### config.mk
export PLATFORM = sky130hd
export DESIGN_NAME = tap_sfr_bank
export DESIGN_NICKNAME = d
export VERILOG_FILES = /design/src/tap_pkg.sv /design/src/tap_unlock.sv /design/src/tap_sfr_bank.sv
export SDC_FILE = /design/constraint.sdc
export NUM_CORES = 1
export LEC_CHECK = 0
export BUFFER_PORTS_ARGS = -buffer_cell sky130_fd_sc_hd__buf_4
export CAP_MARGIN = 5
export CORE_MARGIN = 3
export CORE_UTILIZATION = 50
export DETAILED_ROUTE_END_ITERATION = 10
export GPL_TIMING_DRIVEN = 0
export PLACE_DENSITY = 0.87
export SLEW_MARGIN = 20
export SYNTH_ARGS = -nofsm -noshare
export SYNTH_HDL_FRONTEND = slang
export SYNTH_SLANG_ARGS = --single-unit
### constraint.sdc
create_clock -name REF_CLK_I -period 2.16 [get_ports REF_CLK_I]
set_input_delay 0.108 -clock REF_CLK_I [delete_from_list [all_inputs] [get_ports REF_CLK_I]]
set_output_delay 0.108 -clock REF_CLK_I [all_outputs]
set_load 0.02 [all_outputs]
### src/tap_pkg.sv
package tap_pkg;

  // SFR addresses of the registers in this bank.
  localparam logic [7:0] TAP_ADDR_POWER_CONTROL    = 8'h87;
  localparam logic [7:0] TAP_ADDR_EXTENDED_FLAGS   = 8'h91;
  localparam logic [7:0] TAP_ADDR_ACCESS_UNLOCK    = 8'hc7;
  localparam logic [7:0] TAP_ADDR_WATCHDOG_CONTROL = 8'hd8;

  // Unlock key bytes.
  localparam logic [7:0] TAP_KEY_FIRST  = 8'haa;
  localparam logic [7:0] TAP_KEY_SECOND = 8'h55;

  // Length of the unlock window in cycles.
  localparam logic [1:0] TAP_WINDOW_CYCLES = 2'h3;

  // Reset values.
  localparam logic [7:0] TAP_RST_POWER_CONTROL    = 8'h00;
  localparam logic [7:0] TAP_RST_EXTENDED_FLAGS   = 8'h00;
  localparam logic [7:0] TAP_RST_WATCHDOG_CONTROL = 8'h00;

  // Bit positions in power_control.
  localparam int TAP_PC_IDLE   = 0;
  localparam int TAP_PC_STOP   = 1;
  localparam int TAP_PC_GF_LO  = 2;
  localparam int TAP_PC_GF_HI  = 3;
  localparam int TAP_PC_FRAME_ERR   = 6;
  localparam int TAP_PC_SER0_DOUBLE = 7;

  // Bit positions in extended_flags.
  localparam int TAP_EF_BANDGAP_KEEP = 0;
  localparam int TAP_EF_RING_SELECT  = 1;
  localparam int TAP_EF_RING_STATUS  = 2;
  localparam int TAP_EF_UNUSED       = 3;
  localparam int TAP_EF_IRQ_LO       = 4;

  // Bit positions in watchdog_control.
  localparam int TAP_WD_RESTART     = 0;
  localparam int TAP_WD_RESET_EN    = 1;
  localparam int TAP_WD_RESET_FLAG  = 2;
  localparam int TAP_WD_IRQ_FLAG    = 3;
  localparam int TAP_WD_PF_FLAG     = 4;
  localparam int TAP_WD_PF_IRQ_EN   = 5;
  localparam int TAP_WD_POWER_ON    = 6;
  localparam int TAP_WD_SER1_DOUBLE = 7;

  // Protected bit masks per register.
  localparam logic [7:0] TAP_PROT_EXTENDED_FLAGS   = 8'h01;
  localparam logic [7:0] TAP_PROT_WATCHDOG_CONTROL = 8'h4b;
  // Writable (non-status) masks.
  localparam logic [7:0] TAP_WR_POWER_CONTROL    = 8'hcf;
  localparam logic [7:0] TAP_WR_EXTENDED_FLAGS   = 8'hf3;
  localparam logic [7:0] TAP_WR_WATCHDOG_CONTROL = 8'hff;

  typedef struct packed {
    logic       wr;
    logic       rd;
    logic [7:0] addr;
    logic [7:0] data;
  } tap_sfr_req_t;

  typedef struct packed {
    logic       por;
    logic       power_fail;
    logic       wdog_irq;
    logic       wdog_reset;
    logic       ring_mode;
    logic [3:0] ext_irq;
  } tap_event_t;

endpackage

### src/tap_unlock.sv
`timescale 1ns/10ps
`default_nettype none
module tap_unlock
  import tap_pkg::*;
(
  input  wire logic       clk,
  input  wire logic       rst,
  input  wire logic       unlock_wr,
  input  wire logic [7:0] unlock_data,
  input  wire logic       prot_wr,
  output logic            window_open
);

  logic       armed;
  logic [1:0] left;
  wire        first_key  = unlock_wr && (unlock_data == TAP_KEY_FIRST);
  wire        second_key = unlock_wr && (unlock_data == TAP_KEY_SECOND) && armed;

  // The second key must come in the cycle right after the first; any cycle between the keys breaks the pair.
  always_ff @(posedge clk or posedge rst)
  begin
    if (rst)
      armed <= 1'b0;
    else
      armed <= first_key;
  end

  always_ff @(posedge clk or posedge rst)
  begin
    if (rst)
      left <= 2'h0;
    else if (second_key)
      left <= TAP_WINDOW_CYCLES;
    else if (prot_wr)
      left <= 2'h0;
    else if (left != 2'h0)
      left <= left - 2'h1;
  end

  assign window_open = (left != 2'h0);

endmodule
`default_nettype wire

### src/tap_sfr_bank.sv
`timescale 1ns/10ps
`default_nettype none
// Behaviour
// - By default the bandgap reference switches off in Stop; power-fail detect inactive.
// - Keep-on select set keeps bandgap in Stop; an enabled power-fail interrupt can wake.
// - Keep-on select is bit 0 of extended_flags at 91h, reset to zero.
// - Keep-on select affects the reference only in Stop, not in run or Idle.
// - Writing AAh then 55h to C7h opens a three-cycle window for one write to a register with protected bits.
// - Protected bit writes outside the unlock window are ignored; old value kept.
// - Protected bits: bandgap select, power-on flag, watchdog flag, reset enable, restart.
// - power_control at 87h: Idle bit0, Stop bit1, flags bits2-3, serial bits6-7.
// - watchdog_control at D8h: baud double, power and watchdog flags, enables, restart.
// - Stop is left on an external wake, an enabled power-fail interrupt, a write to 87h with bit1 clear or a reset.
module tap_sfr_bank
  import tap_pkg::*;
(
  // Clock and reset
  input  wire logic       REF_CLK_I,
  input  wire logic       RST_I,
  // SFR access from the core
  input  wire logic       SFR_WR_I,
  input  wire logic       SFR_RD_I,
  input  wire logic [7:0] SFR_ADDR_I,
  input  wire logic [7:0] SFR_WDATA_I,
  output logic      [7:0] SFR_RDATA_O,
  // Hardware events that set status flags or wake the core
  input  wire logic       POR_EVENT_I,
  input  wire logic       POWER_FAIL_I,
  input  wire logic       WDOG_IRQ_I,
  input  wire logic       WDOG_RESET_I,
  input  wire logic       RING_MODE_I,
  input  wire logic [3:0] EXT_IRQ_I,
  input  wire logic       EXT_WAKE_I,
  // Power state and controls
  output logic            IDLE_O,
  output logic            STOP_O,
  output logic            BANDGAP_ON_O,
  output logic            PF_DETECT_ON_O,
  output logic            WAKE_O,
  output logic      [7:0] POWER_CONTROL_O,
  output logic      [7:0] EXTENDED_FLAGS_O,
  output logic      [7:0] WATCHDOG_CONTROL_O
);

  tap_sfr_req_t req;
  tap_event_t   ev;
  logic [7:0]   power_control;
  logic [7:0]   extended_flags;
  logic [7:0]   watchdog_control;
  logic [7:0]   next_power_control;
  logic [7:0]   next_extended_flags;
  logic [7:0]   next_watchdog_control;
  logic         window_open;

  assign req = '{wr: SFR_WR_I, rd: SFR_RD_I, addr: SFR_ADDR_I, data: SFR_WDATA_I};
  assign ev  = '{por: POR_EVENT_I, power_fail: POWER_FAIL_I, wdog_irq: WDOG_IRQ_I,
                 wdog_reset: WDOG_RESET_I, ring_mode: RING_MODE_I, ext_irq: EXT_IRQ_I};

  function automatic logic hit(input tap_sfr_req_t r, input logic [7:0] a);
    hit = r.wr && (r.addr == a);
  endfunction

  // Writes the new value into writable bits; protected bits only pass while unlocked.
  function automatic logic [7:0] merge(input logic [7:0] old, input logic [7:0] wd,
                                       input logic [7:0] wmask, input logic [7:0] pmask,
                                       input logic open);
    logic [7:0] m;
    m = open ? wmask : (wmask & ~pmask);
    merge = (old & ~m) | (wd & m);
  endfunction

  wire wr_pc     = hit(req, TAP_ADDR_POWER_CONTROL);
  wire wr_ef     = hit(req, TAP_ADDR_EXTENDED_FLAGS);
  wire wr_wd     = hit(req, TAP_ADDR_WATCHDOG_CONTROL);
  wire wr_unlock = hit(req, TAP_ADDR_ACCESS_UNLOCK);
  // Any write touching a register that holds protected bits uses up the window.
  wire prot_wr   = (wr_ef || wr_wd) && window_open;

  tap_unlock u_unlock (
    .clk         (REF_CLK_I),
    .rst         (RST_I),
    .unlock_wr   (wr_unlock),
    .unlock_data (req.data),
    .prot_wr     (prot_wr),
    .window_open (window_open)
  );

  wire [7:0] ef_written = merge(extended_flags, req.data, TAP_WR_EXTENDED_FLAGS,
                                TAP_PROT_EXTENDED_FLAGS, window_open);
  wire [7:0] wd_written = merge(watchdog_control, req.data, TAP_WR_WATCHDOG_CONTROL,
                                TAP_PROT_WATCHDOG_CONTROL, window_open);

  // Flags set by hardware win over a software clear in the same cycle.
  wire [7:0] ef_set = {ev.ext_irq, 4'h0};
  wire [7:0] wd_set = {1'b0, ev.por, 1'b0, ev.power_fail, ev.wdog_irq, ev.wdog_reset, 2'b00};
  wire       in_stop = power_control[TAP_PC_STOP];
  // An external wake or an enabled power-fail ends Stop; Idle ends on an external wake or any external irq.
  wire       pf_wake = PF_DETECT_ON_O && ev.power_fail && watchdog_control[TAP_WD_PF_IRQ_EN];
  wire       wake    = in_stop && (EXT_WAKE_I || pf_wake);

  always_comb
  begin
    next_power_control = wr_pc ? (req.data & TAP_WR_POWER_CONTROL) : power_control;
    if (wake)
      next_power_control[TAP_PC_STOP] = 1'b0;
    if (power_control[TAP_PC_IDLE] && (EXT_WAKE_I || (|ev.ext_irq)))
      next_power_control[TAP_PC_IDLE] = 1'b0;
  end

  always_comb
  begin
    next_extended_flags = (wr_ef ? ef_written : extended_flags) | ef_set;
    next_extended_flags[TAP_EF_RING_STATUS] = ev.ring_mode;
    next_extended_flags[TAP_EF_UNUSED] = 1'b0;
  end

  always_comb
  begin
    next_watchdog_control = (wr_wd ? wd_written : watchdog_control) | wd_set;
  end

  always_ff @(posedge REF_CLK_I or posedge RST_I)
  begin
    if (RST_I)
    begin
      power_control    <= TAP_RST_POWER_CONTROL;
      extended_flags   <= TAP_RST_EXTENDED_FLAGS;
      watchdog_control <= TAP_RST_WATCHDOG_CONTROL;
    end
    else
    begin
      power_control    <= next_power_control;
      extended_flags   <= next_extended_flags;
      watchdog_control <= next_watchdog_control;
    end
  end

  wire [7:0] rd_mux = (SFR_ADDR_I == TAP_ADDR_POWER_CONTROL)    ? next_power_control :
                      (SFR_ADDR_I == TAP_ADDR_EXTENDED_FLAGS)   ? next_extended_flags :
                      (SFR_ADDR_I == TAP_ADDR_WATCHDOG_CONTROL) ? next_watchdog_control :
                      8'h00;
  // The unlock register reads as zero so the keys cannot be snooped back.
  wire next_stop  = next_power_control[TAP_PC_STOP];
  // Outside Stop the reference always runs; in Stop only the keep-on select holds it.
  wire next_bg_on = !next_stop || next_extended_flags[TAP_EF_BANDGAP_KEEP];

  always_ff @(posedge REF_CLK_I or posedge RST_I)
  begin
    if (RST_I)
    begin
      SFR_RDATA_O        <= 8'h00;
      IDLE_O             <= 1'b0;
      STOP_O             <= 1'b0;
      BANDGAP_ON_O       <= 1'b1;
      PF_DETECT_ON_O     <= 1'b1;
      WAKE_O             <= 1'b0;
      POWER_CONTROL_O    <= TAP_RST_POWER_CONTROL;
      EXTENDED_FLAGS_O   <= TAP_RST_EXTENDED_FLAGS;
      WATCHDOG_CONTROL_O <= TAP_RST_WATCHDOG_CONTROL;
    end
    else
    begin
      SFR_RDATA_O        <= req.rd ? rd_mux : 8'h00;
      IDLE_O             <= next_power_control[TAP_PC_IDLE];
      STOP_O             <= next_stop;
      BANDGAP_ON_O       <= next_bg_on;
      PF_DETECT_ON_O     <= next_bg_on;
      WAKE_O             <= wake;
      POWER_CONTROL_O    <= next_power_control;
      EXTENDED_FLAGS_O   <= next_extended_flags;
      WATCHDOG_CONTROL_O <= next_watchdog_control;
    end
  end

endmodule
`default_nettype wire

==> run metrics, run 1 <==
outcome complete, no violations; post-route ant nets 0; fill cell count between 200 and 300; most frequent cells in the layout 69 x buf_4, 35 x dfrtp_1, 12 x nor2_1, 12 x mux2_2; CP Capture Type register; WP data required roughly 2.4 ns; synth unique cells between 40 and 50; post-synth net total roughly 220; CTS tree yes; Rel. slew slack 51.8%; Post-Synthesis Cells roughly 190; Setup CP Type reg2reg; antenna fix cells 0; Post-synth EDFFs 0; switching power around 430 uW; Initial Utilization 54.9%; IO Port Bufs 65; DP HPWL around 3.6 mm; Final TNS setup 0 ns; clock skew 0.00534 ns; crit path DAT 2.13 ns; Ports 67; Clock transition at path regs around 0.070 ns; worst-path fanout max 9; maximum VDD drop between 0.3 and 0.4 mV; sw frac between 20% and 30%; sequential element share of the synthesized area a little under half; Hold WC Path Type in2reg; share of cells above drive strength 1 between 30% and 40%; synthesized cell area between 0.0015 and 0.002 mm2; fin crit share 89.3%; chip height about 70 um; GP Congestion ~0.84; Comb power frac around 22%; CP Launch Type register; synthesized area per cell 10.3 um2; final setup vio count 0; Synth area leader dfrtp_1; Hold Violations, Final 0; Int Pwr 1120 uW; vias post-DR between 1500 and 2000; DRC 0; Remaining Overflow, GRT 0; final core occ between 70 and 80%; post-CTS setup buffer count 0; Avg WL per Cell 15.9 um; Die Width around 68 um; final max-slew violation count 0; routed wire length 4.91 mm; Final Power 1550 uW; area of the multi-input gates roughly 930 um2; vias per inst roughly 5.7; RSZ-0062 raised after global routing no; H-tree Lvls 2; Async S/R FF share, synth 100%; std cell rows 21; Synth top area share 45.3%; share of power burned in registers 47.2%; Reg area approximately 900 um2; CORE AREA between 0.003 and 0.004 mm2; Leak around 0.0013 uW; first-pass GRT wire length 7.91 mm; first drt pass iteration count 4; max-capacitance violation count 0; Post-synth top flop dfrtp_1; Tightest Pin Transition a little over 0.7 ns; CTS buffer count 5; Fmax between 500 and 600 MHz; Clk pwr share between 30% and 40%; clock root cell clkbuf_8; #FFs+latches synth 36; number of global-route vias before repair 1651; CTS Sinks 36; P per Cell Area roughly 600 mW/mm2; GRT Total Usage between 20 and 25%; drt initial violations around 140; synth warn 0; clk_lat worst skew approximately 0.28 ns; fin crit period 1.93 ns; Area Overhead vs Synth 33.9%; pin count of the biggest net entering global routing 37; total die area ~0.0047 mm2; Area contributors post-synth dfrtp_1 45%, mux2_2 7.0%, a211o_1 3.6%, o21ai_0 2.3%, nor2_1 2.3%; net count reported at finish just under 300; maximum buffer depth of the clock tree 2; initial antenna violation count 0; commonest non-fill, non-tap cell in the layout buf_4
power by group through the flow:
stage | Clock (uW) | Combinational (uW) | Sequential [uW]
after global placement | 0 | 315 | 742
after global routing | 528 | 370 | 737
after detailed placement | 0 | 324 | 744
final | 486 | 334 | 733
after floorplan | 0 | 184 | 756
after CTS | 488 | 335 | 732
final cells by class:
class | count | share of cell area (%)
Buffer | 10 | 2.22
Timing Repair Buffer | 67 | 19.6
Inverter | 11 | 1.59
Clock buffer | 8 | 3.48
Tap cell | 46 | 2.22
Sequential cell | 36 | 34.8
Multi-Input combinational cell | 131 | 36.0
logic make-up (layout without fill, tap and decap cells):
family                   after synthesis  count (layout)  synth area share, %
AND/OR/NAND/NOR                       65              65                 21.3
AO/OA/AOI/OAI                         49              49                 17.3
flip-flops                            36              36                 46.6
buffers and inverters                 21              96                 5.11
multiplexers                          15              15                 8.80
adder cells (fa/ha/maj)                1               1                0.647
other                                  1               1                0.194
worst max-delay path, stage by stage (launching register included):
cell,delay (ns)
dfrtp_1,0.37
inv_1,0.05
ha_1,0.19
clkbuf_1,0.18
nor2b_1,0.28
nand4_2,0.15
mux2_4,0.33
or3_1,0.30
cell usage after synthesis (all sizes together) (3+ instances only):
cell type  count
a21oi          6
a211o          8
o22ai          4
a211oi         3
and3           3
a22oi          4
inv           11
and3b          4
nor2b          4
mux2          13
nand4          5
a31oi          3
nor2          12
a21boi         3
o21ai          9
nand3          6
nor4bb         3
dfrtp         35
nand2         10
and2           6
buf            9
metal layers:
metal / GRT usage [%] / vias up / wire length, um
met2: 36.7 / 79 / 2390
met5: 0 / - / 0
met4: 9.18 / 0 / 97
met3: 5.25 / 12 / 345
li1: - / 843 / -
met1: 30.8 / 816 / 2080
worst paths after layout:
path	depth (start not counted)	startpoint	slack, ns	to
worst max-delay path	7	u_unlock.left[0]$_DFFE_PP0P_	0.23	PF_DETECT_ON_O$_DFF_PP1_
worst min-delay path	2	WDOG_RESET_I	0.02	WATCHDOG_CONTROL_O[2]$_DFF_PP0_
worst max register to register	7	u_unlock.left[0]$_DFFE_PP0P_	0.23	PF_DETECT_ON_O$_DFF_PP1_
worst min register to register	1	u_unlock.left[0]$_DFFE_PP0P_	0.49	u_unlock.left[0]$_DFFE_PP0P_
max in group asynchronous	3	RST_I	1.18	EXTENDED_FLAGS_O[2]$_DFF_PP0_
min in group asynchronous	3	RST_I	0.52	SFR_RDATA_O[4]$_DFF_PP0_
per-stage QoR:
stage / cell area, um2 / hold WS (ns) / setup slack, ns / cells
2_1_floorplan: 1930 / 0.139 / 0.425 / 188
3_3_place_gp: 2480 / 0.232 / 0.298 / 299
3_5_place_dp: 2480 / 0.234 / 0.281 / 299
4_1_cts: 2590 / 0.0184 / 0.236 / 309
5_1_grt: 2590 / 0.00958 / 0.158 / 309
6_report: 2590 / 0.0215 / 0.230 / 309
sequential cells by signal, summed over array words and instances, names as in the netlist:
name                flops
EXTENDED_FLAGS_O        7
PF_DETECT_ON_O          1
POWER_CONTROL_O         8
SFR_RDATA_O             8
WAKE_O                  1
WATCHDOG_CONTROL_O      8
u_unlock.armed          1
u_unlock.left           2
timing repair:
action	4_1_cts	5_1_grt
hold endpoints to repair	36	0
gates resized for setup	0	0
hold buffers	2	0
Note: power is estimated with default switching activity, not from simulation.
==> inputs of run 2 (changes only) <==
--- a/config.mk
+++ b/config.mk
@@ -12,6 +12,7 @@
 export DETAILED_ROUTE_END_ITERATION = 10
 export GPL_TIMING_DRIVEN = 0
 export PLACE_DENSITY = 0.87
+export REMOVE_ABC_BUFFERS = 1
 export SLEW_MARGIN = 20
 export SYNTH_ARGS = -nofsm -noshare
 export SYNTH_HDL_FRONTEND = slang
==> run metrics, run 2 (synthesis gave the netlist of run 1 again) <==
post-CTS setup buffer count 0; number of global-route vias before repair between 1500 and 2000; Remaining Overflow, GRT 0; reg2reg start u_unlock.left[0]$_DFFE_PP0P_; most frequent cells in the layout 65 x buf_4, 35 x dfrtp_1, 12 x nor2_1, 12 x mux2_2; Setup CP Type in2reg; WP data required about 2.4 ns; H-tree Lvls 2; CTS resizes 0; CP Launch Type input port; GRT Total Usage a little over a fifth; Initial Utilization between 50 and 60%; CP Capture Type register; final max-slew violation count 0; Avg WL per Cell between 15 and 20 um; max-capacitance violation count 0; CTS buffer count 5; net count reported at finish 283; share of cells above drive strength 1 a little over a third; CP Launch Point SFR_ADDR_I[6]; drt initial violations 139; Hold Violations, Final 0; worst-path fanout max 12; Worst Hold Launch WDOG_IRQ_I; chip height slightly below 70 um; GP Congestion ~0.83; P per Cell Area between 600 and 700 mW/mm2; Area Overhead vs Synth 30.4%; pin count of the biggest net entering global routing 37; crit path DAT around 2.1 ns; maximum buffer depth of the clock tree 2; vias post-DR around 1800; Worst R2R Path Depth 6; vias per inst a little under 6; DP HPWL approximately 3.4 mm; CTS Sinks 36; Hold WC Path Type in2reg; routed wire length 4.81 mm; Ports 67; Tightest Pin Transition approximately 0.80 ns; first drt pass iteration count 8; commonest non-fill, non-tap cell in the layout buf_4; Rel. slew slack between 40% and 50%; maximum VDD drop 0.351 mV; IO Port Bufs 65; Die Width 68.2 um; RSZ-0062 raised after global routing no; CORE AREA about 0.0035 mm2; Fmax between 500 and 600 MHz; fin crit share about 87%; hold buffers post-CTS 2; Leak roughly 0.0013 uW; clock root cell clkbuf_8; first-pass GRT wire length between 7 and 8 mm; Final Power between 1500 and 2000 uW; DRC 0; total die area between 0.004 and 0.005 mm2; clock skew approximately 0.009 ns; Regs by FF count POWER_CONTROL_O (8), SFR_RDATA_O (8), WATCHDOG_CONTROL_O (8); Clock transition at path regs 0.07 ns; cell depth of the worst hold path 2; Final TNS setup 0 ns; initial antenna violation count 0; antenna fix cells 0; fin crit period around 1.9 ns; std cell rows 21; clk_lat worst skew 0.29 ns; outcome complete, no violations; final setup vio count 0; post-route ant nets 0; CTS tree yes
run 2: cell types whose count changed in the layout (fill, tap and decap cells not counted):
| cell | previous run | this run |
|---|---|---|
| buf_4 | 69 | 65 |
| buf_2 | 4 | 0 |
| clkbuf_8 | 6 | 5 |
| buf_1 | 1 | 0 |
run 2: path summary, 6_finish.rpt:
check	endpoint	slack, ns
min in group asynchronous	SFR_RDATA_O[4]$_DFF_PP0_	0.52
hold / removal	WATCHDOG_CONTROL_O[3]$_DFF_PP0_	0.01
setup / recovery	PF_DETECT_ON_O$_DFF_PP1_	0.27
hold reg to reg	u_unlock.left[0]$_DFFE_PP0P_	0.50
max in group asynchronous	WATCHDOG_CONTROL_O[0]$_DFF_PP0_	1.16
setup reg to reg	PF_DETECT_ON_O$_DFF_PP1_	0.30
run 2: metrics by stage:
stage	std cells	setup WS, ns	hold slack [ns]	util (%)	area [um2]
2_1_floorplan	178	0.478	0.139	-	1880
3_3_place_gp	289	-0.0161	0.232	68.8	2420
3_5_place_dp	289	-0.0203	0.234	68.8	2420
5_1_grt	299	0.128	0.00743	71.6	2520
6_report	299	0.271	0.0130	71.6	2520
4_1_cts	299	0.275	0.0119	71.6	2520
run 2: cell type report:
| cell class | count | area [um2] |
|---|---|---|
| fillers | 283 | 998 |
| multi-input cells | 131 | 933 |
| flip-flops and latches | 36 | 902 |
| repair buffers | 67 | 508 |
| clock buffers | 8 | 80.1 |
| well taps | 46 | 57.6 |
| inverters | 11 | 41.3 |
run 2: per-layer routing:
metal | vias to the layer above | part of all wire [%] | track usage, %
met4 | 0 | 1.6 | 9.43
met3 | 10 | 9.9 | 5.58
met2 | 91 | 49 | 33.1
li1 | 820 | - | -
met5 | - | 0 | 0
met1 | 833 | 40 | 28.6
run 2: power by group:
part / leakage, uW / switching (uW) / internal, uW / total (uW)
combinational: 0.000769 / 176 / 149 / 325
clock: 0.0000395 / 231 / 229 / 460
sequential: 0.000450 / 23.6 / 709 / 733
total: 0.00126 / 431 / 1090 / 1520
run 2: critical path: stages:
cell and delay (ns):
buf_4 0.13, nor3b_2 0.67, nand4_1 0.57, mux2i_1 0.26, or3_1 0.36
